### config.mk
export PLATFORM = sky130hd
export DESIGN_NAME = hbe_device_flat
export DESIGN_NICKNAME = d
export VERILOG_FILES = /design/src/logic/hbe_pkg.sv /design/src/logic/hbe_spi_if.sv /design/src/logic/hbe_sync.sv /design/src/logic/hbe_device.sv /design/src/flat_wrapper.sv
export SDC_FILE = /design/constraint.sdc
export NUM_CORES = 1
export LEC_CHECK = 0
export BUFFER_PORTS_ARGS = -buffer_cell sky130_fd_sc_hd__buf_4
export CAP_MARGIN = 15
export CORE_MARGIN = 3
export CORE_UTILIZATION = 56
export CTS_CLUSTER_SIZE = 30
export DETAILED_ROUTE_END_ITERATION = 12
export GPL_TIMING_DRIVEN = 0
export PLACE_DENSITY = 0.79
export SLEW_MARGIN = 20
export SYNTH_ARGS = -nofsm -noshare
export SYNTH_HDL_FRONTEND = slang
export SYNTH_SLANG_ARGS = --single-unit
### constraint.sdc
create_clock -name i_core_clk -period 2.86 [get_ports i_core_clk]
set_input_delay 0.429 -clock i_core_clk [delete_from_list [all_inputs] [get_ports i_core_clk]]
set_output_delay 0.429 -clock i_core_clk [all_outputs]
set_load 0.05 [all_outputs]
### src/logic/hbe_pkg.sv
// Purpose: Shared constants for the half-bridge enable register bank and its host.
// Assumes: One 40 MHz core clock at both ends; serial frames are sent LSB first.
// Notes:   Frame is address byte then data byte, 16 bits in all.
package hbe_pkg;

    // ------------------------------------------------------------------
    // Frame layout
    // ------------------------------------------------------------------
    localparam int         FRAME_BITS   = 16;
    localparam int         BYTE_BITS    = 8;
    localparam int         OP_BIT       = 7;
    localparam int         PAT_MSB      = 6;
    localparam int         PAT_LSB      = 2;
    localparam int         TOKEN_BIT    = 1;
    localparam int         TAIL_BIT     = 0;
    localparam logic [4:0] PAT_GROUP_A  = 5'h00;
    localparam logic [4:0] PAT_GROUP_B  = 5'h10;
    localparam logic [4:0] PAT_CONFIG   = 5'h13;

    // ------------------------------------------------------------------
    // Device register reset values and bridge count
    // ------------------------------------------------------------------
    localparam logic [7:0] RST_GROUP    = 8'h00;
    localparam logic [7:0] RST_CONFIG   = 8'h01;
    localparam int         BRIDGES      = 8;

    // ------------------------------------------------------------------
    // Serial clock timing
    // ------------------------------------------------------------------
    localparam int CLK_PERIOD_NS  = 25;
    localparam int SCLK_HALF_NS   = 200;
    localparam int SCLK_HALF_CYC  = (SCLK_HALF_NS + CLK_PERIOD_NS - 1) / CLK_PERIOD_NS;

    // ------------------------------------------------------------------
    // Host command port map
    // ------------------------------------------------------------------
    localparam logic [2:0] HOFS_TX_ADDR = 3'h0;
    localparam logic [2:0] HOFS_TX_DATA = 3'h1;
    localparam logic [2:0] HOFS_CTRL    = 3'h2;
    localparam logic [2:0] HOFS_STATUS  = 3'h3;
    localparam logic [2:0] HOFS_RX_DATA = 3'h4;
    localparam int         CTRL_START   = 0;
    localparam int         CTRL_WRITE   = 1;
    localparam int         STAT_BUSY    = 0;
    localparam logic [7:0] RST_HOST     = 8'h00;

    // Host frame sequencer states.
    typedef enum logic [2:0] {
        HBE_IDLE  = 3'b000,
        HBE_LEAD  = 3'b001,
        HBE_XFER  = 3'b010,
        HBE_TRAIL = 3'b011,
        HBE_GAP   = 3'b100
    } hbe_state_t;

endpackage : hbe_pkg

### src/logic/hbe_spi_if.sv
// Purpose: Serial link between the register bank and its controlling host.
// Assumes: The returned data line is resolved here from its enable.
// Notes:   An undriven return line reads as zero, standing in for a pull-down.
`timescale 1ns/10ps
interface hbe_spi_if;
    logic sclk;
    logic csn;
    logic mosi;
    logic miso;
    logic miso_oe;
    logic miso_wire;

    // Resolve the return line; the device drives it only inside a frame.
    assign miso_wire = miso_oe ? miso : 1'b0;

    modport device (input sclk, input csn, input mosi, output miso, output miso_oe);
    modport host   (output sclk, output csn, output mosi, input miso_wire);
endinterface : hbe_spi_if

### src/logic/hbe_sync.sv
// Purpose: Two-stage synchroniser for asynchronous pin inputs.
// Assumes: Inputs are levels slower than the core clock.
// Notes:   Only the second stage may be read by other logic.
`timescale 1ns/10ps
module hbe_sync #(
    parameter int W = 1
) (
    // Clock and reset
    input  wire logic         i_core_clk,
    input  wire logic         i_nrst,
    // Asynchronous input and synchronised output
    input  wire logic [W-1:0] i_async,
    output logic      [W-1:0] o_sync
);

    genvar g;

    // ------------------------------------------------------------------
    // Per-bit flip-flop pair
    // ------------------------------------------------------------------
    generate
        for (g = 0; g < W; g++) begin : g_bit
            logic meta_reg;
            logic sync_reg;
            // The first stage feeds nothing but the second.
            always_ff @(posedge i_core_clk) begin
                if (!i_nrst) begin
                    meta_reg <= 1'b0;
                    sync_reg <= 1'b0;
                end else begin
                    meta_reg <= i_async[g];
                    sync_reg <= meta_reg;
                end
            end
            assign o_sync[g] = sync_reg;
        end
    endgenerate

endmodule : hbe_sync

### src/logic/hbe_device.sv
// Purpose: Half-bridge enable register bank behind a 16-bit serial frame.
// Assumes: Serial pins are asynchronous and much slower than the core clock.
// Notes:   Mode 1 timing: sample on falling edge, shift out on rising edge.
`timescale 1ns/10ps
module hbe_device
    import hbe_pkg::*;
(
    // Clock and reset
    input  wire logic         i_core_clk,
    input  wire logic         i_nrst,

    // Serial link
    hbe_spi_if.device         link,

    // Register contents
    output logic [7:0]        o_group_a,
    output logic [7:0]        o_group_b,

    // Switch drives
    output logic [BRIDGES-1:0] o_high_on,
    output logic [BRIDGES-1:0] o_low_on
);

    // ------------------------------------------------------------------
    // Pin synchronisation and edge detection
    // ------------------------------------------------------------------
    logic [2:0] pins_s;
    logic       sclk_s;
    logic       csn_s;
    logic       mosi_s;

    logic       sclk_q_reg;
    logic       csn_q_reg;

    hbe_sync #(.W(3)) u_sync (
        .i_core_clk (i_core_clk),
        .i_nrst     (i_nrst),
        .i_async    ({link.mosi, ~link.csn, link.sclk}),
        .o_sync     (pins_s)
    );

    assign sclk_s = pins_s[0];
    assign csn_s  = ~pins_s[1]; // Held inverted so reset reads idle.
    assign mosi_s = pins_s[2];

    // Chip select idles high, so its history resets high to avoid a false frame end.
    always_ff @(posedge i_core_clk) begin
        if (!i_nrst) begin
            sclk_q_reg <= 1'b0;
            csn_q_reg  <= 1'b1;
        end else begin
            sclk_q_reg <= sclk_s;
            csn_q_reg  <= csn_s;
        end
    end

    // One-cycle edge and frame strobes.
    wire sclk_rise  = sclk_s & ~sclk_q_reg;
    wire sclk_fall  = ~sclk_s & sclk_q_reg;

    wire frame_on   = ~csn_s;
    wire frame_beg  = ~csn_s & csn_q_reg;
    wire frame_end  = csn_s & ~csn_q_reg;

    // ------------------------------------------------------------------
    // Frame receiver
    // ------------------------------------------------------------------
    logic [FRAME_BITS-1:0] shift_reg;
    logic [FRAME_BITS-1:0] shift_next;

    logic [4:0]            cnt_reg;
    logic [4:0]            cnt_next;

    logic [7:0]            addr_reg;
    logic [7:0]            addr_next;

    // Clocks past the sixteenth bit are ignored.
    wire take_bit  = frame_on & sclk_fall & (cnt_reg < 5'(FRAME_BITS));
    wire addr_last = take_bit & (cnt_reg == 5'(BYTE_BITS - 1));

    // Bits arrive LSB first, address byte first.
    assign shift_next = take_bit ? {mosi_s, shift_reg[FRAME_BITS-1:1]} : shift_reg;
    assign cnt_next   = frame_beg ? 5'h00 : (take_bit ? cnt_reg + 5'h01 : cnt_reg);
    assign addr_next  = frame_beg ? 8'h00
                      : (addr_last ? {mosi_s, shift_reg[FRAME_BITS-1:9]} : addr_reg);

    always_ff @(posedge i_core_clk) begin
        if (!i_nrst) begin
            shift_reg <= 16'h0000;
            cnt_reg   <= 5'h00;
            addr_reg  <= 8'h00;
        end else begin
            shift_reg <= shift_next;
            cnt_reg   <= cnt_next;
            addr_reg  <= addr_next;
        end
    end

    // ------------------------------------------------------------------
    // Address decode
    // ------------------------------------------------------------------
    // The token bit is not decoded.
    wire [4:0] pat       = addr_reg[PAT_MSB:PAT_LSB];
    wire       tail_ok   = addr_reg[TAIL_BIT];
    wire       sel_a     = tail_ok & (pat == PAT_GROUP_A);
    wire       sel_b     = tail_ok & (pat == PAT_GROUP_B);
    wire       sel_cfg   = tail_ok & (pat == PAT_CONFIG);

    wire       is_write  = addr_reg[OP_BIT];

    // A write takes effect only when at least sixteen bits were clocked in; clocks past the sixteenth do not block it.
    wire       commit    = frame_end & (cnt_reg == 5'(FRAME_BITS)) & is_write;

    wire [7:0] rx_data   = shift_reg[FRAME_BITS-1:BYTE_BITS];

    // ------------------------------------------------------------------
    // Register bank
    // ------------------------------------------------------------------
    logic [7:0] group_a_reg;
    logic [7:0] group_b_reg;
    logic [7:0] config_reg;

    // Only a committed write frame changes a control register.
    always_ff @(posedge i_core_clk) begin
        if (!i_nrst) begin
            group_a_reg <= RST_GROUP;
            group_b_reg <= RST_GROUP;
            config_reg  <= RST_CONFIG;
        end else begin
            if (commit && sel_a) begin
                group_a_reg <= rx_data;
            end

            if (commit && sel_b) begin
                group_b_reg <= rx_data;
            end
        end
    end

    // ------------------------------------------------------------------
    // Read return path
    // ------------------------------------------------------------------
    // A read frame leaves the bank untouched and returns the old contents.
    wire [7:0] rd_val = sel_a ? group_a_reg
                      : (sel_b ? group_b_reg
                      : (sel_cfg ? config_reg : 8'h00));

    // Data bits start at the ninth clock.
    wire       in_data = cnt_reg >= 5'(BYTE_BITS);

    logic       miso_reg;
    logic       miso_oe_reg;

    // The address byte answers zeros; the data byte answers the register.
    always_ff @(posedge i_core_clk) begin
        if (!i_nrst) begin
            miso_reg    <= 1'b0;
            miso_oe_reg <= 1'b0;
        end else begin
            miso_oe_reg <= frame_on;
            if (frame_beg) begin
                miso_reg <= 1'b0;
            end else if (frame_on && sclk_rise) begin
                miso_reg <= in_data ? rd_val[cnt_reg[2:0]] : 1'b0;
            end
        end
    end

    // The link sees only registered bits.
    assign link.miso    = miso_reg;
    assign link.miso_oe = miso_oe_reg;

    // ------------------------------------------------------------------
    // Switch drive with cross-current blanking
    // ------------------------------------------------------------------
    // Group B sits above group A, one bit pair per bridge.
    wire [2*BRIDGES-1:0] enables = {group_b_reg, group_a_reg};
    logic [BRIDGES-1:0]  high_reg;
    logic [BRIDGES-1:0]  low_reg;

    genvar b;

    generate
        for (b = 0; b < BRIDGES; b++) begin : g_bridge
            wire lo_en = enables[2*b];
            wire hi_en = enables[2*b+1];

            // A bridge with both enables set is held fully off.
            always_ff @(posedge i_core_clk) begin
                if (!i_nrst) begin
                    high_reg[b] <= 1'b0;
                    low_reg[b]  <= 1'b0;
                end else begin
                    high_reg[b] <= hi_en & ~lo_en;
                    low_reg[b]  <= lo_en & ~hi_en;
                end
            end
        end
    endgenerate

    // Every output comes straight from a flip-flop.
    assign o_high_on = high_reg;
    assign o_low_on  = low_reg;
    assign o_group_a = group_a_reg;
    assign o_group_b = group_b_reg;

endmodule : hbe_device

### src/flat_wrapper.sv
// flat-port wrapper written by rule: the top's interface ports become plain ports
module hbe_device_flat import hbe_pkg::*;
  (i_core_clk, i_nrst, o_group_a, o_group_b, o_high_on, o_low_on, link_sclk, link_csn, link_mosi, link_miso, link_miso_oe);
  hbe_spi_if link_i ();
  input  wire logic i_core_clk;
  input  wire logic i_nrst;
  output logic [7:0] o_group_a;
  output logic [7:0] o_group_b;
  output logic [BRIDGES-1:0] o_high_on;
  output logic [BRIDGES-1:0] o_low_on;
  input wire logic [$bits(link_i.sclk)-1:0] link_sclk;
  input wire logic [$bits(link_i.csn)-1:0] link_csn;
  input wire logic [$bits(link_i.mosi)-1:0] link_mosi;
  output wire logic [$bits(link_i.miso)-1:0] link_miso;
  output wire logic [$bits(link_i.miso_oe)-1:0] link_miso_oe;
  assign link_i.sclk = link_sclk;
  assign link_i.csn = link_csn;
  assign link_i.mosi = link_mosi;
  assign link_miso = link_i.miso;
  assign link_miso_oe = link_i.miso_oe;
  hbe_device u_core (.i_core_clk(i_core_clk), .i_nrst(i_nrst), .link(link_i), .o_group_a(o_group_a), .o_group_b(o_group_b), .o_high_on(o_high_on), .o_low_on(o_low_on));
endmodule
* Yosys cells after proc, flatten, opt, wreduce, memory -nomap -nowiden *
Index checks and enable logic that the tools add are counted.
W data, S select, Z words.

word-level totals
  bits in registers = 71
  bits of input ports = 5
  output and inout bits = 34

cells by class
  $add $sub $neg = 1
  magnitude comparators = 3
  eq/ne operators = 4
  mux-type cells = 6
  bitwise gates (word level) = 50
  reductions and logical operators = 5

operators with widths
  cell                   count
  $and A1 B1 Y1          28
  $not A1 Y1             22
  $mux W8                2
  $eq A5 B5 Y1 const B   3
  $add A5 B1 Y5 const B  1
  $eq A5 B3 Y1 const B   1
  $ge A5 B4 Y1 const B   1
  $logic_not A5 Y1       1
  $lt A5 B5 Y1 const B   1
  $lt A3 B4 Y1 const B   1
  $bmux W1 S3            1
  $logic_and A1 B1 Y1    3
  $mux W1                3
  $reduce_or A2 Y1       1

* Logic depth before layout (Yosys ltp) *
Gate-level depths: netlist of run 1.

  word-level depth = 8
  mapped depth = 7

* Cells and area by module *
A second synthesis of run 1 with hierarchy kept.

unflattened totals
  cell total of the unflattened synthesis = 239
  area, all modules = 2419.8 um2

modules (own cells, without submodules)
  module      times used  cells an instance  area an instance (um2)
  hbe_device  1           224                2239.6
  hbe_sync    1           15                 180.2

* Worst setup path before layout of run 1 *
No wires, ideal clock.

  path kind = flip-flop to flip-flop
  start = register u_core.cnt_reg[0]
  end = register u_core.group_b_reg[4] (netlist: u_core.o_group_b[4])
  setup time = 0.118 ns
  data arrival time = 1.684 ns
  path slack = 1.059 ns
  cell stages (with the launch flop) = 8
  buffers on the path = 0
  cells stage by stage = dfxtp_1 > inv_1 > ha_1 > or4b_4 > nor3_4 > nand3_4 > mux2i_1 > nor2b_1

between the ends
  word-level cells in the longest chain between the ends = 4

ends and longest elaborated chain
  what                        line               RTL
  start, declared             hbe_device.sv:71   logic [4:0] cnt_reg;
  start signal, assigned      hbe_device.sv:94   cnt_reg <= cnt_next;
  $eq A5 B5 Y1                hbe_device.sv:112  wire commit = frame_end & (cnt_reg == 5'(FRAME_BITS)) & is_write;
  $and A1 B1 Y1 (2 in a row)  hbe_device.sv:112
  $logic_and A1 B1 Y1         hbe_device.sv:134  if (commit && sel_b) begin
  end signal, assigned        hbe_device.sv:135  group_b_reg <= rx_data;
  end, declared               hbe_device.sv:120  logic [7:0] group_b_reg;

Every way passes these cells.
A chain may end at the register's enable or synchronous reset.

* Worst setup path in the final report of run 1 *
  start = register u_core.cnt_reg[0]
  end = register u_core.group_b_reg[2] (netlist: u_core.o_group_b[2])

Same word-level chain as after synthesis.

==> impl_metrics.tcl, run 1 <==
set metrics [dict create \
    status "complete, no violations" \
    skew_ns 0.00607 \
    path_class "flip-flop to flip-flop" \
    core_area_um2 4120 \
    cts.clk_slew.worst_paths_ns 0.06 \
    arrival_ns 2.29 \
    design_area_um2 2950 \
    setup_tns_ns 0 \
    cts_buffer_depth 2 \
    hold_viol 0 \
    async_flop_share_pct 0 \
    relSlewSlack_pct 62.2 \
    h-tree-depth 3 \
    cts_root_buf "clkbuf_8" \
    slew_violations 0 \
    critPathRequiredTime_ns 3.08 \
    synth_cell_type_count 44 \
    worstPathMaxFanout 8 \
    synth.avg_cell_area_um2 10.5 \
    cts_setup_buffers 0 \
    fin_util_pct 71.7 \
    fp.dieH_um 72.2 \
    overflow 0 \
    drive_gt1_share_pct 23.1 \
    ctsHoldBuffers 0 \
    numPortBuffers 38 \
    crit_path_max_incr_delay_ns 0.46 \
    gp_congestion 0.898 \
    rows 23 \
    cts.repair.resized 0 \
    firstDrtPassIters 4 \
    power_density_nw_per_um2 512 \
    cp_slowest_cell "or4b_4" \
    gr-usage-all-layers_pct 21.6 \
    final.min_clock_period_ns 2.07 \
    n_fill_cell 321 \
    start_util_pct 59.7 \
    max_freq_mhz 482 \
    vias 1829 \
    grt_pass1_wl_um 8400 \
    drt_wl_total_um 5260 \
    rsz0062_at_grt "false" \
    tightest_slew_ns 0.567 \
    antenna_left 0 \
    p_leak_nw 1.34 \
    via_per_inst 5.44 \
    path_cells "inv_1 > ha_1 > or4b_4 > nor3_4 > nand3_4 > mux2i_1 > nor2b_1" \
    cts_tree "done" \
    ys.warnings.count 0 \
    seq_area_frac_synth_pct 50.6 \
    cts_buffers 9 \
    io_pins 39 \
    fp.dieW_um 72.2 \
    grt_start_max_net_pins 11 \
    crit_path_end_kind "flip-flop" \
    dpl_cell_area_um2 2800 \
    wl_per_cell_um 15.7 \
    min_period_over_period_pct 72.5 \
    grt_pass1_vias 1691 \
    clock_latency_ns 0.33 \
    synth-seq-cells 62 \
    ir_drop_v 0.000314 \
    antenna_found_initial 0 \
    drtIter0Drc 143 \
    cts.sink_count 62 \
    diodes 0 \
    hpwl_um 3600 \
    syn_area_um2 2450 \
    syn_inst 233 \
    critical_path.startpoint_type "flip-flop" \
    maxCapViolCount 0 \
    synth_ff_type "dfxtp_1" \
    synth_edf_count 0 \
    setup_viol_count_final 0 \
    drc 0 \
    nets 289 \
    syn_to_final_growth_pct 20.2 \
    die_area_um2 5210 \
    hp-class "input pin to flip-flop" \
    hold_ws_ns 0.253 \
    syn_nets 240 \
]
[per-stage QoR]
step / std cells / setup WS (ns) / power (mW)
floorplan: 233 / 1.06 / 0.911
global route: 336 / 0.667 / 1.58
detailed placement: 321 / 0.833 / 0.927
CTS: 336 / 0.822 / 1.53
global placement: 321 / 0.847 / 0.927
finish: 336 / 0.787 / 1.51
[where the power goes]
part | internal [mW] | switching [mW]
Combinational | 0.0143 | 0.0218
Sequential | 0.869 | 0.00311
Clock | 0.308 | 0.296
Total | 1.19 | 0.321
[final cells by class]
cell class | instances | area [µm²] | area share, %
buffer | 10 | 52.6 | 1.78
clock buffer | 13 | 139 | 4.71
clock inverter | 2 | 10.0 | 0.339
inverter | 4 | 15.0 | 0.509
multi-input combinational | 157 | 1150 | 38.8
sequential | 62 | 1240 | 42.1
tap | 50 | 62.6 | 2.12
timing repair buffer | 38 | 285 | 9.67
[Yosys cell counts (2+ instances only)]
cell	instances	area [µm²]
mux2i_1	24	240
xor2_1	2	17.5
nor2_1	20	75.1
and3b_1	8	70.1
mux4_1	2	52.6
inv_1	4	15.0
nand2_1	33	124
nand3_1	3	15.0
dfxtp_1	62	1240
buf_6	2	22.5
a21oi_1	4	20.0
and2_1	6	37.5
a21boi_0	8	60.1
clkbuf_1	8	30.0
nor2b_1	17	106
ha_1	2	25.0
[logic make-up after synthesis]
| group | after synthesis | share of synthesized area (%) |
|---|---|---|
| DFF | 62 | 50.6 |
| and+or+nand+nor | 105 | 26.1 |
| AOI/OAI and AO/OA | 21 | 6.47 |
| xor gates and xnor gates | 2 | 0.714 |
| muxes | 27 | 12.4 |
| buffers and inverters | 14 | 2.75 |
| adders and majority gates | 2 | 1.02 |
[critical path, delay by kind of cell (launching register included)]
kind | cells | cell delay [ns]
fa+ha+maj | 1 | 0.16
buf+inv | 1 | 0.19
flops | 1 | 0.41
mux | 1 | 0.21
simple gates | 4 | 0.99
[worst paths after layout]
check / endpoint / slack (ns) / cells past startpoint / from
hold / removal: u_core.u_sync.g_bit[1].meta_reg / 0.25 / 2 / link_csn
setup reg to reg: u_core.o_group_b[2] / 0.79 / 7 / u_core.cnt_reg[0]
setup / recovery: u_core.o_group_b[2] / 0.79 / 7 / u_core.cnt_reg[0]
hold reg to reg: u_core.u_sync.g_bit[2].sync_reg / 0.43 / 1 / u_core.u_sync.g_bit[2].meta_reg
[routing by layer]
metal / track usage [%] / share of wire (%) / up-vias
met1: 28.6 / 47 / 868
met2: 32.1 / 45 / 48
met3: 6.79 / 5.3 / 12
met5: 0 / 0 / -
li1: - / - / 901
met4: 10.2 / 2.3 / 0
[cells in the final DEF, fill, tap and decap left out, types with 2 or more instances in the layout]
master,count
nand3_1,3
ha_1,2
mux2i_1,24
and2_1,6
a21boi_0,8
clkbuf_1,12
buf_6,2
xor2_1,2
dfxtp_1,62
nand2_1,33
buf_4,38
mux4_1,2
and3b_1,8
nor2_1,20
inv_1,4
clkinv_2,2
a21oi_1,4
clkbuf_8,9
nor2b_1,17
(Power assumes the default switching activity.)
==> run 2: changes to the inputs <==
Settings changed: CORE_UTILIZATION 56 to 50, PLACE_DENSITY 0.79 to 0.75.
Clock period 2.86 ns to 1.7 ns, I/O delays scaled along.
==> run 2 against run 1 <==
Effect of this change:
- the flow now finishes with violations (setup timing)
- fmax rose by 14%
- via count rose by 2.3%
- clock power rose by 150%
- register-to-register slack got worse by 0.91 ns
- core utilization fell by 0.53 points
- power rose by 99%
- critical path depth did not move
- cell count rose by 8.3%
- non-clock buffer count rose by 12
- global-route usage fell by 0.83 points
- die area rose by 11%
- critical endpoint is now u_core.o_group_b[5]
==> impl_metrics.tcl, run 2 (synthesis gave the netlist of run 1 again) <==
set metrics [dict create \
    antenna_left 0 \
    slew_violations 0 \
    via_per_inst 5.14 \
    start_util_pct 54.1 \
    fp.dieW_um 76.1 \
    clock_latency_ns 0.35 \
    vias 1871 \
    place_inst 336 \
    n_fill_cell 345 \
    fp.dieH_um 76.1 \
    switching_share_pct 22.5 \
    firstDrtPassIters 4 \
    cts_tree "done" \
    numPortBuffers 38 \
    drive_gt1_share_pct 35.1 \
    skew_ns 0.0101 \
    min_period_over_period_pct 107 \
    setup_tns_ns -1.16 \
    rrSetupSlack_ns -0.12 \
    cts_buffers 9 \
    crit_path_end_kind "flip-flop" \
    maxCapViolCount 0 \
    fin_ws_ns -0.123 \
    hold_ws_ns 0.0619 \
    overflow 0 \
    nets 301 \
    core_area_um2 4530 \
    violations "setup timing" \
    layout_commonest_cell "dfxtp_1" \
    gp_congestion 0.913 \
    cts.clk_slew.worst_paths_ns 0.08 \
    power_switching_mw 0.676 \
    rows 24 \
    grt_pass1_wl_um 9320 \
    tightest_slew_ns 0.545 \
    ctsHoldBuffers 0 \
    io_pins 39 \
    max_freq_mhz 549 \
    cts_buffer_depth 2 \
    antenna_found_initial 0 \
    hp-class "input pin to flip-flop" \
    grt_start_max_net_pins 14 \
    p_leak_nw 1.46 \
    p_total_mw 3.00 \
    power_density_nw_per_um2 930 \
    die_area_um2 5790 \
    p_seq_share_pct 48.7 \
    drc 0 \
    diodes 0 \
    final_cell_mix "dfxtp_1 (51), buf_4 (50), nand2_1 (33), mux2i_1 (24), nor2_1 (20)" \
    hpwl_um 3640 \
    h-tree-depth 3 \
    critPathRequiredTime_ns 1.94 \
    syn_to_final_growth_pct 31.5 \
    path_cells "inv_4 > ha_4 > or4b_4 > nor3_4 > nand3_4 > mux2i_1 > nor2b_1" \
    cts_root_buf "clkbuf_8" \
    grt_pass1_vias 1826 \
    drtIter0Drc 112 \
    rsz0062_at_grt "true" \
    critical_path.startpoint_type "flip-flop" \
    status "finished, violations left" \
    power.internal_mw 2.33 \
    final_cells 364 \
    setup_viol_count_final 18 \
    relSlewSlack_pct 63.6 \
    cp_slowest_cell "or4b_4" \
    p_clk_share_pct 49.3 \
    final.min_clock_period_ns 1.82 \
    cts.sink_count 62 \
    wl_per_cell_um 15.8 \
    hold_viol 0 \
    worstPathMaxFanout 8 \
    power_frac_comb_pct 2.1 \
    arrival_ns 2.06 \
    crit_path_max_incr_delay_ns 0.46 \
    path_class "flip-flop to flip-flop" \
    drt_wl_total_um 5750 \
    ir_drop_v 0.000646 \
    gr-usage-all-layers_pct 20.8 \
]
## run 2: power by group through the flow
| stage | Clock [mW] | Combinational, mW | Sequential [mW] |
|---|---|---|---|
| floorplan | 0 | 0.0340 | 1.50 |
| global placement | 0 | 0.0603 | 1.50 |
| detailed placement | 0 | 0.0614 | 1.50 |
| CTS | 1.50 | 0.0619 | 1.46 |
| global route | 1.57 | 0.0678 | 1.46 |
| finish | 1.48 | 0.0617 | 1.46 |
## run 2: through the flow
step | cell area [µm²] | util, % | worst slack (ns)
final | 3230 | 71.2 | -0.123
after global routing | 3230 | 71.2 | -0.207
after CTS | 3140 | 69.3 | -0.124
after detailed placement | 2850 | 62.9 | -0.249
after global placement | 2850 | 62.9 | -0.221
after floorplan | 2480 | - | -0.0859
## run 2: worst paths after layout
path / start / to / cells past startpoint
max: u_core.cnt_reg[0] / u_core.o_group_b[5] / 7
min: link_csn / u_core.u_sync.g_bit[1].meta_reg / 2
max reg2reg: u_core.cnt_reg[0] / u_core.o_group_b[5] / 7
min reg2reg: u_core.u_sync.g_bit[2].meta_reg / u_core.u_sync.g_bit[2].sync_reg / 1
## run 2: layout make-up
type | count | area [µm²] | area share [%]
clock buffer | 9 | 124 | 3.84
buffer | 9 | 50.0 | 1.55
tap | 65 | 81.3 | 2.52
multi-input combinational | 157 | 1200 | 37.2
inverter | 4 | 20.0 | 0.620
clock inverter | 7 | 104 | 3.22
sequential | 62 | 1260 | 39.0
timing repair buffer | 51 | 387 | 12.0
## run 2: worst max-delay path, delay by kind of cell (launching register included)
| family | cells | cell delay [ns] |
|---|---|---|
| muxes | 1 | 0.20 |
| buffers and inverters | 1 | 0.06 |
| DFF | 1 | 0.36 |
| adders and majority gates | 1 | 0.11 |
| and+or+nand+nor | 4 | 0.98 |
## run 2: per-layer routing
metal  global-route usage, %  routed length (µm)
met1                    26.2                2560
met2                    32.6                2810
met3                    8.27                 362
met4                    6.70                  19
met5                       0                   0
## run 2: what timing repair did
action,4_1_cts,5_1_grt
gates resized for setup,3,18
pin swaps,6,9
buffers inserted,8,4
hold endpoints to repair,0,0
cloned,0,1
setup endpoints to repair,27,34
